<file path="config.mk">
export PLATFORM = sky130hd
export DESIGN_NAME = input_delay_filter_16ch
export DESIGN_NICKNAME = d
export VERILOG_FILES = /design/src/include/input_delay_filter_pkg.sv /design/src/hw/input_delay_filter_16ch.sv /design/src/hw/debounce_channel.sv
export VERILOG_INCLUDE_DIRS = /design/src /design/src/include
export SDC_FILE = /design/constraint.sdc
export NUM_CORES = 1
export LEC_CHECK = 0
export BUFFER_PORTS_ARGS = -buffer_cell sky130_fd_sc_hd__buf_2
export CAP_MARGIN = 20
export CORE_AREA = 2 2 224 270
export DETAILED_ROUTE_END_ITERATION = 7
export DIE_AREA = 0 0 226 272
export GPL_TIMING_DRIVEN = 0
export PLACE_DENSITY = 0.65
export SETUP_SLACK_MARGIN = 0.05
export SLEW_MARGIN = 30
export SYNTH_ARGS = -nofsm -noshare
export SYNTH_HDL_FRONTEND = slang
export SYNTH_SLANG_ARGS = --single-unit
</file>
<file path="constraint.sdc">
create_clock -name I_CLK -period 8 [get_ports I_CLK]
set_clock_uncertainty 0.1 [all_clocks]
set_input_delay 0.4 -clock I_CLK [delete_from_list [all_inputs] [get_ports I_CLK]]
set_output_delay 0.4 -clock I_CLK [all_outputs]
set_load 0.02 [all_outputs]
</file>
<file path="src/include/input_delay_filter_map.svh">
// Constants of the 16-channel input delay filter: offsets, codes, times.
// Assumes a 100 MHz module clock; times are kept in microseconds.
`ifndef INPUT_DELAY_FILTER_MAP_SVH
`define INPUT_DELAY_FILTER_MAP_SVH

// ----------------------------------------------------------------
// Sizes
// ----------------------------------------------------------------
`define IDF_CHANNELS        16
`define IDF_CNT_W           22
`define IDF_CLK_MHZ         100

// ----------------------------------------------------------------
// Parameter byte layout
// ----------------------------------------------------------------
`define CFG_RESET           8'h89
`define CFG_EN_BIT          7
`define CFG_CODE_MSB        3
`define CFG_CODE_LSB        0
`define CFG_RSV_MSB         6
`define CFG_RSV_LSB         4

// ----------------------------------------------------------------
// Parameter addressing on each access path
// ----------------------------------------------------------------
`define SEL_RECORD_SET      16'h0001
`define SEL_OBJECT_INDEX    16'h3100
`define SEL_OBJECT_SUBINDEX 16'h0001

// ----------------------------------------------------------------
// Delay codes and their times in microseconds
// ----------------------------------------------------------------
`define CODE_0P4            4'h6
`define CODE_0P7            4'h7
`define CODE_1P5            4'h8
`define CODE_3              4'h9
`define CODE_6              4'hA
`define CODE_12             4'hB
`define CODE_23             4'hC
`define DLY_0P4_US          400
`define DLY_0P7_US          700
`define DLY_1P5_US          1500
`define DLY_3_US            3000
`define DLY_6_US            6000
`define DLY_12_US           12000
`define DLY_23_US           23000

`endif

</file>
<file path="src/include/input_delay_filter_pkg.sv">
// Types shared by the input delay filter modules.
// Assumes the constant header is on the include path.
`include "input_delay_filter_map.svh"

package input_delay_filter_pkg;
   typedef logic [`IDF_CNT_W-1:0]    count_type;
   typedef logic [`CFG_CODE_MSB:0]   delay_code_type;
   typedef logic [`IDF_CHANNELS-1:0] image_type;
   typedef enum logic [1:0] {
      PATH_RECORD   = 2'h0,
      PATH_CANOPEN  = 2'h1,
      PATH_ETHERCAT = 2'h3
   } param_path_type;
endpackage

</file>
<file path="src/hw/input_delay_filter_16ch.sv">
// Input delay filter for 16 digital inputs, one shared parameter byte.
// Assumes parameter writes arrive on the module clock from the backplane
// logic; the raw inputs come from pins and are synchronised here.
//
// Functional notes
// - Bits 3..0 select the delay, codes 06h..0Ch for 0.4, 0.7, 1.5, 3, 6, 12 and 23 ms, and no other code is allowed.
// - Bit 7 at 0 blocks the filter so inputs pass straight through, at 1 the delay is applied.
// - One delay and enable setting governs every channel alike.
// - After reset the parameter byte holds 89h, filter on with 3 ms.
// - The byte is written as record set 01h, CANopen index 3100h or EtherCAT subindex 01h.
// - With the filter on, a level change reaches the image only after holding for the delay.
// - The delay acts on rising and falling edges alike, within 0.4 ms to 23 ms.
// - The filtered levels form a 16-bit image, bit n for channel n.
`timescale 1ns/1ps
`default_nettype none
`include "input_delay_filter_map.svh"

module input_delay_filter_16ch
   import input_delay_filter_pkg::*;
#(
   parameter int P_CYC_0P4 = `DLY_0P4_US * `IDF_CLK_MHZ,
   parameter int P_CYC_0P7 = `DLY_0P7_US * `IDF_CLK_MHZ,
   parameter int P_CYC_1P5 = `DLY_1P5_US * `IDF_CLK_MHZ,
   parameter int P_CYC_3   = `DLY_3_US   * `IDF_CLK_MHZ,
   parameter int P_CYC_6   = `DLY_6_US   * `IDF_CLK_MHZ,
   parameter int P_CYC_12  = `DLY_12_US  * `IDF_CLK_MHZ,
   parameter int P_CYC_23  = `DLY_23_US  * `IDF_CLK_MHZ
)(
   input  wire logic           I_CLK,
   input  wire logic           I_NRST,
   input  wire logic           I_CE,
   input  wire logic [15:0]    I_DIGITAL_INPUT_CHANNEL,
   input  wire logic           I_PARAM_WR,
   input  wire param_path_type I_PARAM_PATH,
   input  wire logic [15:0]    I_PARAM_SELECT,
   input  wire logic [7:0]     I_PARAM_DATA,
   output var  logic [7:0]     O_INPUT_DELAY_CONFIG,
   output var  logic           O_PARAM_ACK,
   output var  logic           O_PARAM_NAK,
   output var  logic [15:0]    O_INPUT_IMAGE,
   output wire logic           O_FILTER_ACTIVE
);
   // ----------------------------------------------------------------
   // Parameter address decode
   // ----------------------------------------------------------------
   wire hit_record   = (I_PARAM_PATH == PATH_RECORD)   && (I_PARAM_SELECT == `SEL_RECORD_SET);
   wire hit_canopen  = (I_PARAM_PATH == PATH_CANOPEN)  && (I_PARAM_SELECT == `SEL_OBJECT_INDEX);
   wire hit_ethercat = (I_PARAM_PATH == PATH_ETHERCAT) && (I_PARAM_SELECT == `SEL_OBJECT_SUBINDEX);
   wire param_hit    = I_PARAM_WR && (hit_record || hit_canopen || hit_ethercat);

   // Reserved bits 6..4 never reach the decode
   wire delay_code_type new_code = I_PARAM_DATA[`CFG_CODE_MSB:`CFG_CODE_LSB];
   wire code_valid = (new_code >= `CODE_0P4) && (new_code <= `CODE_23);
   wire accept     = param_hit && code_valid;
   wire reject     = param_hit && !code_valid;

   // ----------------------------------------------------------------
   // Parameter byte
   // ----------------------------------------------------------------
   // A forbidden code is refused whole so the filter never runs on an
   // undefined delay; the previous setting stays in force.
   always_ff @(posedge I_CLK or negedge I_NRST) begin
      if (!I_NRST) begin
         O_INPUT_DELAY_CONFIG <= `CFG_RESET;
         O_PARAM_ACK          <= 1'b0;
         O_PARAM_NAK          <= 1'b0;
      end else if (I_CE) begin
         if (accept) begin
            O_INPUT_DELAY_CONFIG <= I_PARAM_DATA;
         end
         O_PARAM_ACK <= accept;
         O_PARAM_NAK <= reject;
      end
   end

   wire delay_code_type code = O_INPUT_DELAY_CONFIG[`CFG_CODE_MSB:`CFG_CODE_LSB];
   wire filter_en = O_INPUT_DELAY_CONFIG[`CFG_EN_BIT];
   assign O_FILTER_ACTIVE = filter_en;

   // ----------------------------------------------------------------
   // Delay selection
   // ----------------------------------------------------------------
   wire count_type limit =
      (code == `CODE_0P4) ? count_type'(P_CYC_0P4) :
      (code == `CODE_0P7) ? count_type'(P_CYC_0P7) :
      (code == `CODE_1P5) ? count_type'(P_CYC_1P5) :
      (code == `CODE_6)   ? count_type'(P_CYC_6)   :
      (code == `CODE_12)  ? count_type'(P_CYC_12)  :
      (code == `CODE_23)  ? count_type'(P_CYC_23)  :
                            count_type'(P_CYC_3);

   // ----------------------------------------------------------------
   // Input synchronisers
   // ----------------------------------------------------------------
   // Raw pins are asynchronous; the first stage feeds only the second.
   image_type sync_meta;
   image_type sync_in;

   always_ff @(posedge I_CLK or negedge I_NRST) begin
      if (!I_NRST) begin
         sync_meta <= '0;
         sync_in   <= '0;
      end else if (I_CE) begin
         sync_meta <= I_DIGITAL_INPUT_CHANNEL;
         sync_in   <= sync_meta;
      end
   end

   // ----------------------------------------------------------------
   // Channel filters
   // ----------------------------------------------------------------
   // Every channel sees the same enable and limit wires.
   image_type filtered;

   genvar ch;
   generate
      for (ch = 0; ch < `IDF_CHANNELS; ch++) begin : g_chan
         debounce_channel u_chan (
            .clk    (I_CLK),
            .nrst   (I_NRST),
            .ce     (I_CE),
            .sample (sync_in[ch]),
            .enable (filter_en),
            .limit  (limit),
            .state  (filtered[ch])
         );
      end
   endgenerate

   always_comb begin
      O_INPUT_IMAGE = filtered;
   end

   // Helper only read by the checks below
   logic written;
   always_ff @(posedge I_CLK or negedge I_NRST) begin
      if (!I_NRST) begin
         written <= 1'b0;
      end else if (I_CE && accept) begin
         written <= 1'b1;
      end
   end
endmodule
`default_nettype wire

</file>
<file path="src/hw/debounce_channel.sv">
// One filtered input channel: a level change passes after it has held
// for limit cycles. Assumes sample is already synchronised to clk.
`timescale 1ns/1ps
`default_nettype none
`include "input_delay_filter_map.svh"

module debounce_channel
   import input_delay_filter_pkg::*;
(
   input  wire logic      clk,
   input  wire logic      nrst,
   input  wire logic      ce,
   input  wire logic      sample,
   input  wire logic      enable,
   input  wire count_type limit,
   output var  logic      state
);
   count_type count;
   wire       differs = sample != state;
   wire       expired = count >= (limit - count_type'(1));

   // Same counter serves both edge directions
   always_ff @(posedge clk or negedge nrst) begin
      if (!nrst) begin
         state <= 1'b0;
         count <= '0;
      end else if (ce) begin
         if (!enable || (differs && expired)) begin
            state <= sample;
            count <= '0;
         end else if (differs) begin
            count <= count + count_type'(1);
         end else begin
            count <= '0;                               // Peak ended early
         end
      end
   end
endmodule
`default_nettype wire

</file>
Word level (Yosys, flattened, before mapping)
Cells that the tools add are included.
{ "classes": {"addsub": 17, "n_lt_le_gt_ge": 18, "n_eq_ne": 26, "muxes": 38, "n_reduce_logical": 61} }
{ "ops": {"columns": ["operator", "count"], "rows": [
  ["2-to-1 mux 22 bit", 38],
  ["adder 22 x 1 -> 22 bit, second input constant", 16],
  ["greater-or-equal comparator 22 bit", 16],
  ["AND reduction 2 bit", 17],
  ["logical AND 1 bit", 23],
  ["subtractor 22 x 1 -> 22 bit, second input constant", 1],
  ["logical OR 1 bit", 18],
  ["== test 16 x 1 -> 1 bit, second input constant", 1],
  ["== test 16 x 14 -> 1 bit, second input constant", 1],
  ["== test 4 bit, second input constant", 4],
  ["inequality test 1 bit", 16],
  ["== test 4 x 3 -> 1 bit, second input constant", 2],
  ["greater-or-equal comparator 4 x 3 -> 1 bit, second input constant", 1],
  ["<= comparator 4 bit, second input constant", 1],
  ["== test 2 x 1 -> 1 bit, second input constant", 1],
  ["== test 2 bit, second input constant", 1],
  ["logical NOT 1 bit", 2],
  ["logical NOT 2 bit", 1]
]} }
{ "totals": {"register_bits": 410, "in_bits": 46, "out_inout_bits": 27, "wordCells": 197} }

Depth between registers and ports, before layout
{ "depth": {"word_depth": 12, "ltp_mapped": 17} }

Hierarchy
Synthesis repeated with hierarchy kept, for this count alone.
{ "hier_totals": {"cells_unflattened": 4159, "area_unflattened_um2": 36239.8} }
{ "modules_own_cells": {"columns": ["mod", "n_inst", "cells_per_inst", "area_each_um2", "seq_area_each_um2"], "rows": [
  ["debounce_channel at g_chan[11].u_chan ...", 12, 251, 2142.1, 575.6],
  ["debounce_channel at g_chan[0].u_chan ...", 3, 253, 2182.1, 575.6],
  ["debounce_channel at g_chan[10].u_chan", 1, 240, 2102.0, 575.6],
  ["input_delay_filter_16ch", 1, 148, 1886.8, 1054.8]
]} }

Worst setup path before layout
No wires, ideal clock.
{ "synth_path": {"kind": "reg-to-reg", "from": "register O_INPUT_DELAY_CONFIG[3]", "to": "register g_chan[14].u_chan.count[9]", "setup_ns": 0.116, "arrival_time_ns": 5.419, "required_ns": 7.784, "slack_ns": 2.366, "stages_incl_launch_ff": 14, "period_less_slack_ns": 5.634, "path_cell_list": "dfstp_2 buf_4 nor2b_1 a21boi_0 o21ai_0 and2_1 ha_1 nor3_1 a21oi_1 or3_1 a211oi_4 buf_4 nand3_1 o311ai_0"} }
{ "synth_between": {"elab_chain_cells": 12, "elab_cells_between_ends": 17, "cone_classes": "1 x add/sub; 1 x order compare; 6 x eq/ne; 7 x mux; 2 x reduce/logical"} }
{ "synth_lines": {"columns": ["item", "line_no", "source"], "rows": [
  ["start, declared", "input_delay_filter_16ch.sv:37", "output var logic [7:0] O_INPUT_DELAY_CONFIG,"],
  ["start signal, assigned", "input_delay_filter_16ch.sv:64", "O_INPUT_DELAY_CONFIG <= `CFG_RESET;"],
  ["== test 4 bit (no line)", null, null],
  ["2-to-1 mux 22 bit", "input_delay_filter_16ch.sv:89", "(code == `CODE_23) ? count_type'(P_CYC_23) :"],
  ["2-to-1 mux 22 bit", "input_delay_filter_16ch.sv:88", "(code == `CODE_12) ? count_type'(P_CYC_12) :"],
  ["2-to-1 mux 22 bit", "input_delay_filter_16ch.sv:87", "(code == `CODE_6) ? count_type'(P_CYC_6) :"],
  ["2-to-1 mux 22 bit", "input_delay_filter_16ch.sv:86", "(code == `CODE_1P5) ? count_type'(P_CYC_1P5) :"],
  ["2-to-1 mux 22 bit", "input_delay_filter_16ch.sv:85", "(code == `CODE_0P7) ? count_type'(P_CYC_0P7) :"],
  ["2-to-1 mux 22 bit *", "input_delay_filter_16ch.sv:84", "(code == `CODE_0P4) ? count_type'(P_CYC_0P4) :"],
  ["subtractor 22 x 1 -> 22 bit *", "debounce_channel.sv:20", "wire expired = count >= (limit - count_type'(1));"],
  ["greater-or-equal comparator 22 bit *", "debounce_channel.sv:20", null],
  ["logical AND 1 bit *", "debounce_channel.sv:28", "if (!enable || (differs && expired)) begin"],
  ["logical OR 1 bit *", "debounce_channel.sv:28", null],
  ["2-to-1 mux 22 bit *", "debounce_channel.sv:28", null],
  ["end signal, assigned", "debounce_channel.sv:32", "count <= count + count_type'(1);"],
  ["end, declared", "debounce_channel.sv:18", "count_type count;"]
]} }
Mark *: on every way between the ends. The rest lies on a longest branch, timed or not.
A chain may end at the register's enable or synchronous reset.

Worst setup path in the final report
{ "layout_path": {"from": "register O_INPUT_DELAY_CONFIG[0]", "to": "register g_chan[15].u_chan.count[21]"} }
{ "layout_between": {"elab_chain_cells": 12, "elab_cells_between_ends": 17, "cone_classes": "1 x add/sub; 1 x order compare; 6 x eq/ne; 7 x mux; 2 x reduce/logical"} }
{ "layout_lines": {"columns": ["item", "line_no"], "rows": [
  ["== test 4 bit (no line)", null],
  ["2-to-1 mux 22 bit", "input_delay_filter_16ch.sv:89"],
  ["2-to-1 mux 22 bit", "input_delay_filter_16ch.sv:88"],
  ["2-to-1 mux 22 bit", "input_delay_filter_16ch.sv:87"],
  ["2-to-1 mux 22 bit", "input_delay_filter_16ch.sv:86"],
  ["2-to-1 mux 22 bit", "input_delay_filter_16ch.sv:85"],
  ["2-to-1 mux 22 bit *", "input_delay_filter_16ch.sv:84"],
  ["subtractor 22 x 1 -> 22 bit *", "debounce_channel.sv:20"],
  ["greater-or-equal comparator 22 bit *", "debounce_channel.sv:20"],
  ["logical AND 1 bit *", "debounce_channel.sv:28"],
  ["logical OR 1 bit *", "debounce_channel.sv:28"],
  ["2-to-1 mux 22 bit *", "debounce_channel.sv:28"],
  ["end signal, assigned", "debounce_channel.sv:32"],
  ["end, declared", "debounce_channel.sv:18"]
]} }
Marked as above.

==> results_dict.tcl <==
set metrics [dict create \
    status "completed" \
    antenna_found_initial 1 \
    synth_nets 3553 \
    grt_pass1_vias 27780 \
    final-hold-violation-count 0 \
    timing.final.crit_share_pct 73.62 \
    cts_tree "done" \
    yosysWarnings 0 \
    grt_pass1_wl_mm 162.7 \
    viasPerCell 6.752 \
    irDropWorstVdd_v 0.0001966 \
    portBuffers 71 \
    finalCriticalPeriod_ns 5.890 \
    clock_path_buffers 3 \
    slew_viol_final 0 \
    synth_seq_cells 410 \
    m1WireLength_mm 41.76 \
    dieHeight_um 272 \
    dp.cells 4148 \
    drt_iter0_drc 2965 \
    die_w_um 226 \
    cts_made_buffers 48 \
    drc 0 \
    routed_wl_mm 107.5 \
    hpwl_mm 75.61 \
    leakage_nw 13.94 \
    layout_common_cells "dfrtp_1, nand2_1, ha_1" \
    grt_setup_unrepaired "false" \
    highest_layer "met4" \
    wl_met3_mm 10.04 \
    coreArea_um2 58980 \
    pwr_density_cell_nw_per_um2 261.4 \
    final_nets 3726 \
    synth_area_leaders "dfrtp_1, ha_1, nand2_1" \
    avgSynthCellArea_um2 8.955 \
    rows 98 \
    critPathCaptureType "register" \
    p_total_w 0.008618 \
    cp_cell_sequence "clkbuf_1 > nor2_1 > o21ai_4 > buf_16 > inv_1 > ha_2 > xnor2_2 > buf_4 > ha_1 > nand4_1 > a211oi_1 > o311ai_0 > nand2_1 > o41ai_4 > clkbuf_1 > nand4_1 > o311ai_0" \
    synth_area_um2 29100 \
    grt_start_max_net_pins 77 \
    synth_edf_count 0 \
    slowest_delay_ns 0.70 \
    min_path_type "in -> async" \
    drt_pass1_iterations 6 \
    slew_headroom_pct 26.92 \
    cp.arrival_ns 6.27 \
    grt_util_all_layers_pct 34.67 \
    maxCapViolCount 0 \
    clock-sinks 410 \
    layout_commonest_cell "dfrtp_1" \
    synth_top_cell_by_area "dfrtp_1" \
    routedWlPerCell_um 25.23 \
    crit_slowest_cell "o41ai_4" \
    critPathLaunchType "register" \
    synthFlopType "dfrtp_1" \
    wl_met2_mm 48.29 \
    initial_utilization_pct 49.35 \
    required_ns 8.38 \
    fill_cells 5312 \
    clk_pin_slew_ns 0.07 \
    setup_viol 0 \
    syn2layout_area_growth_pct 13.29 \
    ys_seq_area_share_pct 35.27 \
    netlist.area_leader.share_pct 34.99 \
    critPathKind "reg -> reg" \
    worst_pin_slew_ns 1.096 \
    cts_resized 0 \
    clk_latency_ns 0.61 \
    max_freq_mhz 169.8 \
    critPathMaxFanout 10 \
    final_layout_size_suffix_gt1_share_pct 11.76 \
    htreeDepth 2 \
    cts_root_buf "clkbuf_16" \
    grt_overflow 0 \
    pin_count 73 \
    fin_cells 4262 \
    drtAntennaViolNets 0 \
    die_area_um2 61470 \
    place.gp.congestion 0.9383 \
    synthCells 3250 \
    synth_cell_type_count 93 \
    async_flop_share_pct 100.0 \
    vias 28780 \
]
-- routing by layer --
metal  track usage [%]  vias to the layer above
met5                 0                        -
met4             21.63                        0
met3             7.055                      379
met2             54.88                     1442
met1             43.36                    14070
li1                  -                    12890
-- through the flow --
stage          cell area, µm²  TNS (ns)  hold slack, ns  utilization, %  setup WS, ns
2_1_floorplan           29100         0        0.004409               -         2.366
3_3_place_gp            30460  -3339.68          0.3721           51.65        -7.221
3_5_place_dp            31090         0          0.1990           52.72         2.268
4_1_cts                 32970         0          0.1469           55.90         2.198
5_1_grt                 32970         0          0.1796           55.90         1.888
6_report                32970         0          0.1496           55.90         2.110
-- path summary, 6_finish.rpt --
path | from | endpoint | slack [ns] | depth (start not counted)
max in group asynchronous | I_NRST | g_chan[15].u_chan.count[13] | 5.97 | 6
min reg2reg | sync_meta[5] | sync_meta[5] | 0.40 | 1
min in group I_CLK | I_PARAM_SELECT[10] | O_PARAM_NAK | 0.28 | 6
max reg2reg | O_INPUT_DELAY_CONFIG[0] | g_chan[15].u_chan.count[21] | 2.11 | 17
min | I_NRST | g_chan[1].u_chan.count[6] | 0.15 | 2
max | O_INPUT_DELAY_CONFIG[0] | g_chan[15].u_chan.count[21] | 2.11 | 17
-- flip-flops by register name (all words and copies together), names as in the netlist --
| name | cells |
|---|---|
| sync_in | 16 |
| O_PARAM_ACK | 1 |
| g_chan.u_chan.state | 16 |
| O_PARAM_NAK | 1 |
| g_chan.u_chan.count | 352 |
| sync_meta | 16 |
| O_INPUT_DELAY_CONFIG | 8 |
-- worst max-delay path: cells and delay by family, from the launching register on --
kind / cells / cell delay [ns]
simple gates: 4 / 0.64
xor+xnor: 1 / 0.35
flops: 1 / 0.63
fa+ha+maj: 2 / 0.44
buf+inv: 5 / 1.53
compound gates: 5 / 2.04
-- kinds of logic after synthesis --
logic type	synth area share [%]
xor+xnor	0.5417
compound gates	22.27
simple gates	21.24
flops	35.27
buf+inv	3.972
mux	5.490
fa+ha+maj	11.22
-- final cells by class --
| cell class | instances | area, µm² | share of cell area (%) |
|---|---|---|---|
| tap | 800 | 1001 | 3.036 |
| sequential | 410 | 10260 | 31.13 |
| antenna | 1 | 2.502 | 0.007590 |
| timing repair buffer | 123 | 1102 | 3.343 |
| clock inverter | 23 | 266.5 | 0.8083 |
| multi-input combinational | 2572 | 17790 | 53.97 |
| buffer | 173 | 829.5 | 2.516 |
| clock buffer | 65 | 1356 | 4.114 |
| inverter | 95 | 356.6 | 1.082 |
-- cell usage after synthesis, types with 26 or more instances --
library cell,n
a32o_1,26
nor3_1,98
clkbuf_1,92
a31oi_1,95
mux2_2,65
and3_1,55
a21oi_1,163
inv_1,94
ha_1,257
buf_2,38
o21ai_0,135
o22ai_1,37
nand2_1,314
o311ai_0,47
a211oi_1,28
nand3_1,205
nand4_1,141
o2bb2ai_1,112
dfrtp_1,407
mux2i_1,85
or2_2,29
nor2_1,220
o21a_1,31
nor4_1,27
-- power by group --
group	total (W)	switching, W	internal [W]
combinational	0.00307	0.00186	0.00121
clock	0.00232	0.000965	0.00135
sequential	0.00323	0.000688	0.00254
total	0.00862	0.00351	0.00511
-- repair_timing --
| action | 4_1_cts | 5_1_grt |
|---|---|---|
| endpoints found under the hold margin | 231 | 0 |
| setup buffers | 0 | 0 |
| hold buffers | 25 | 0 |
Power figures use the tool's default switching activity.
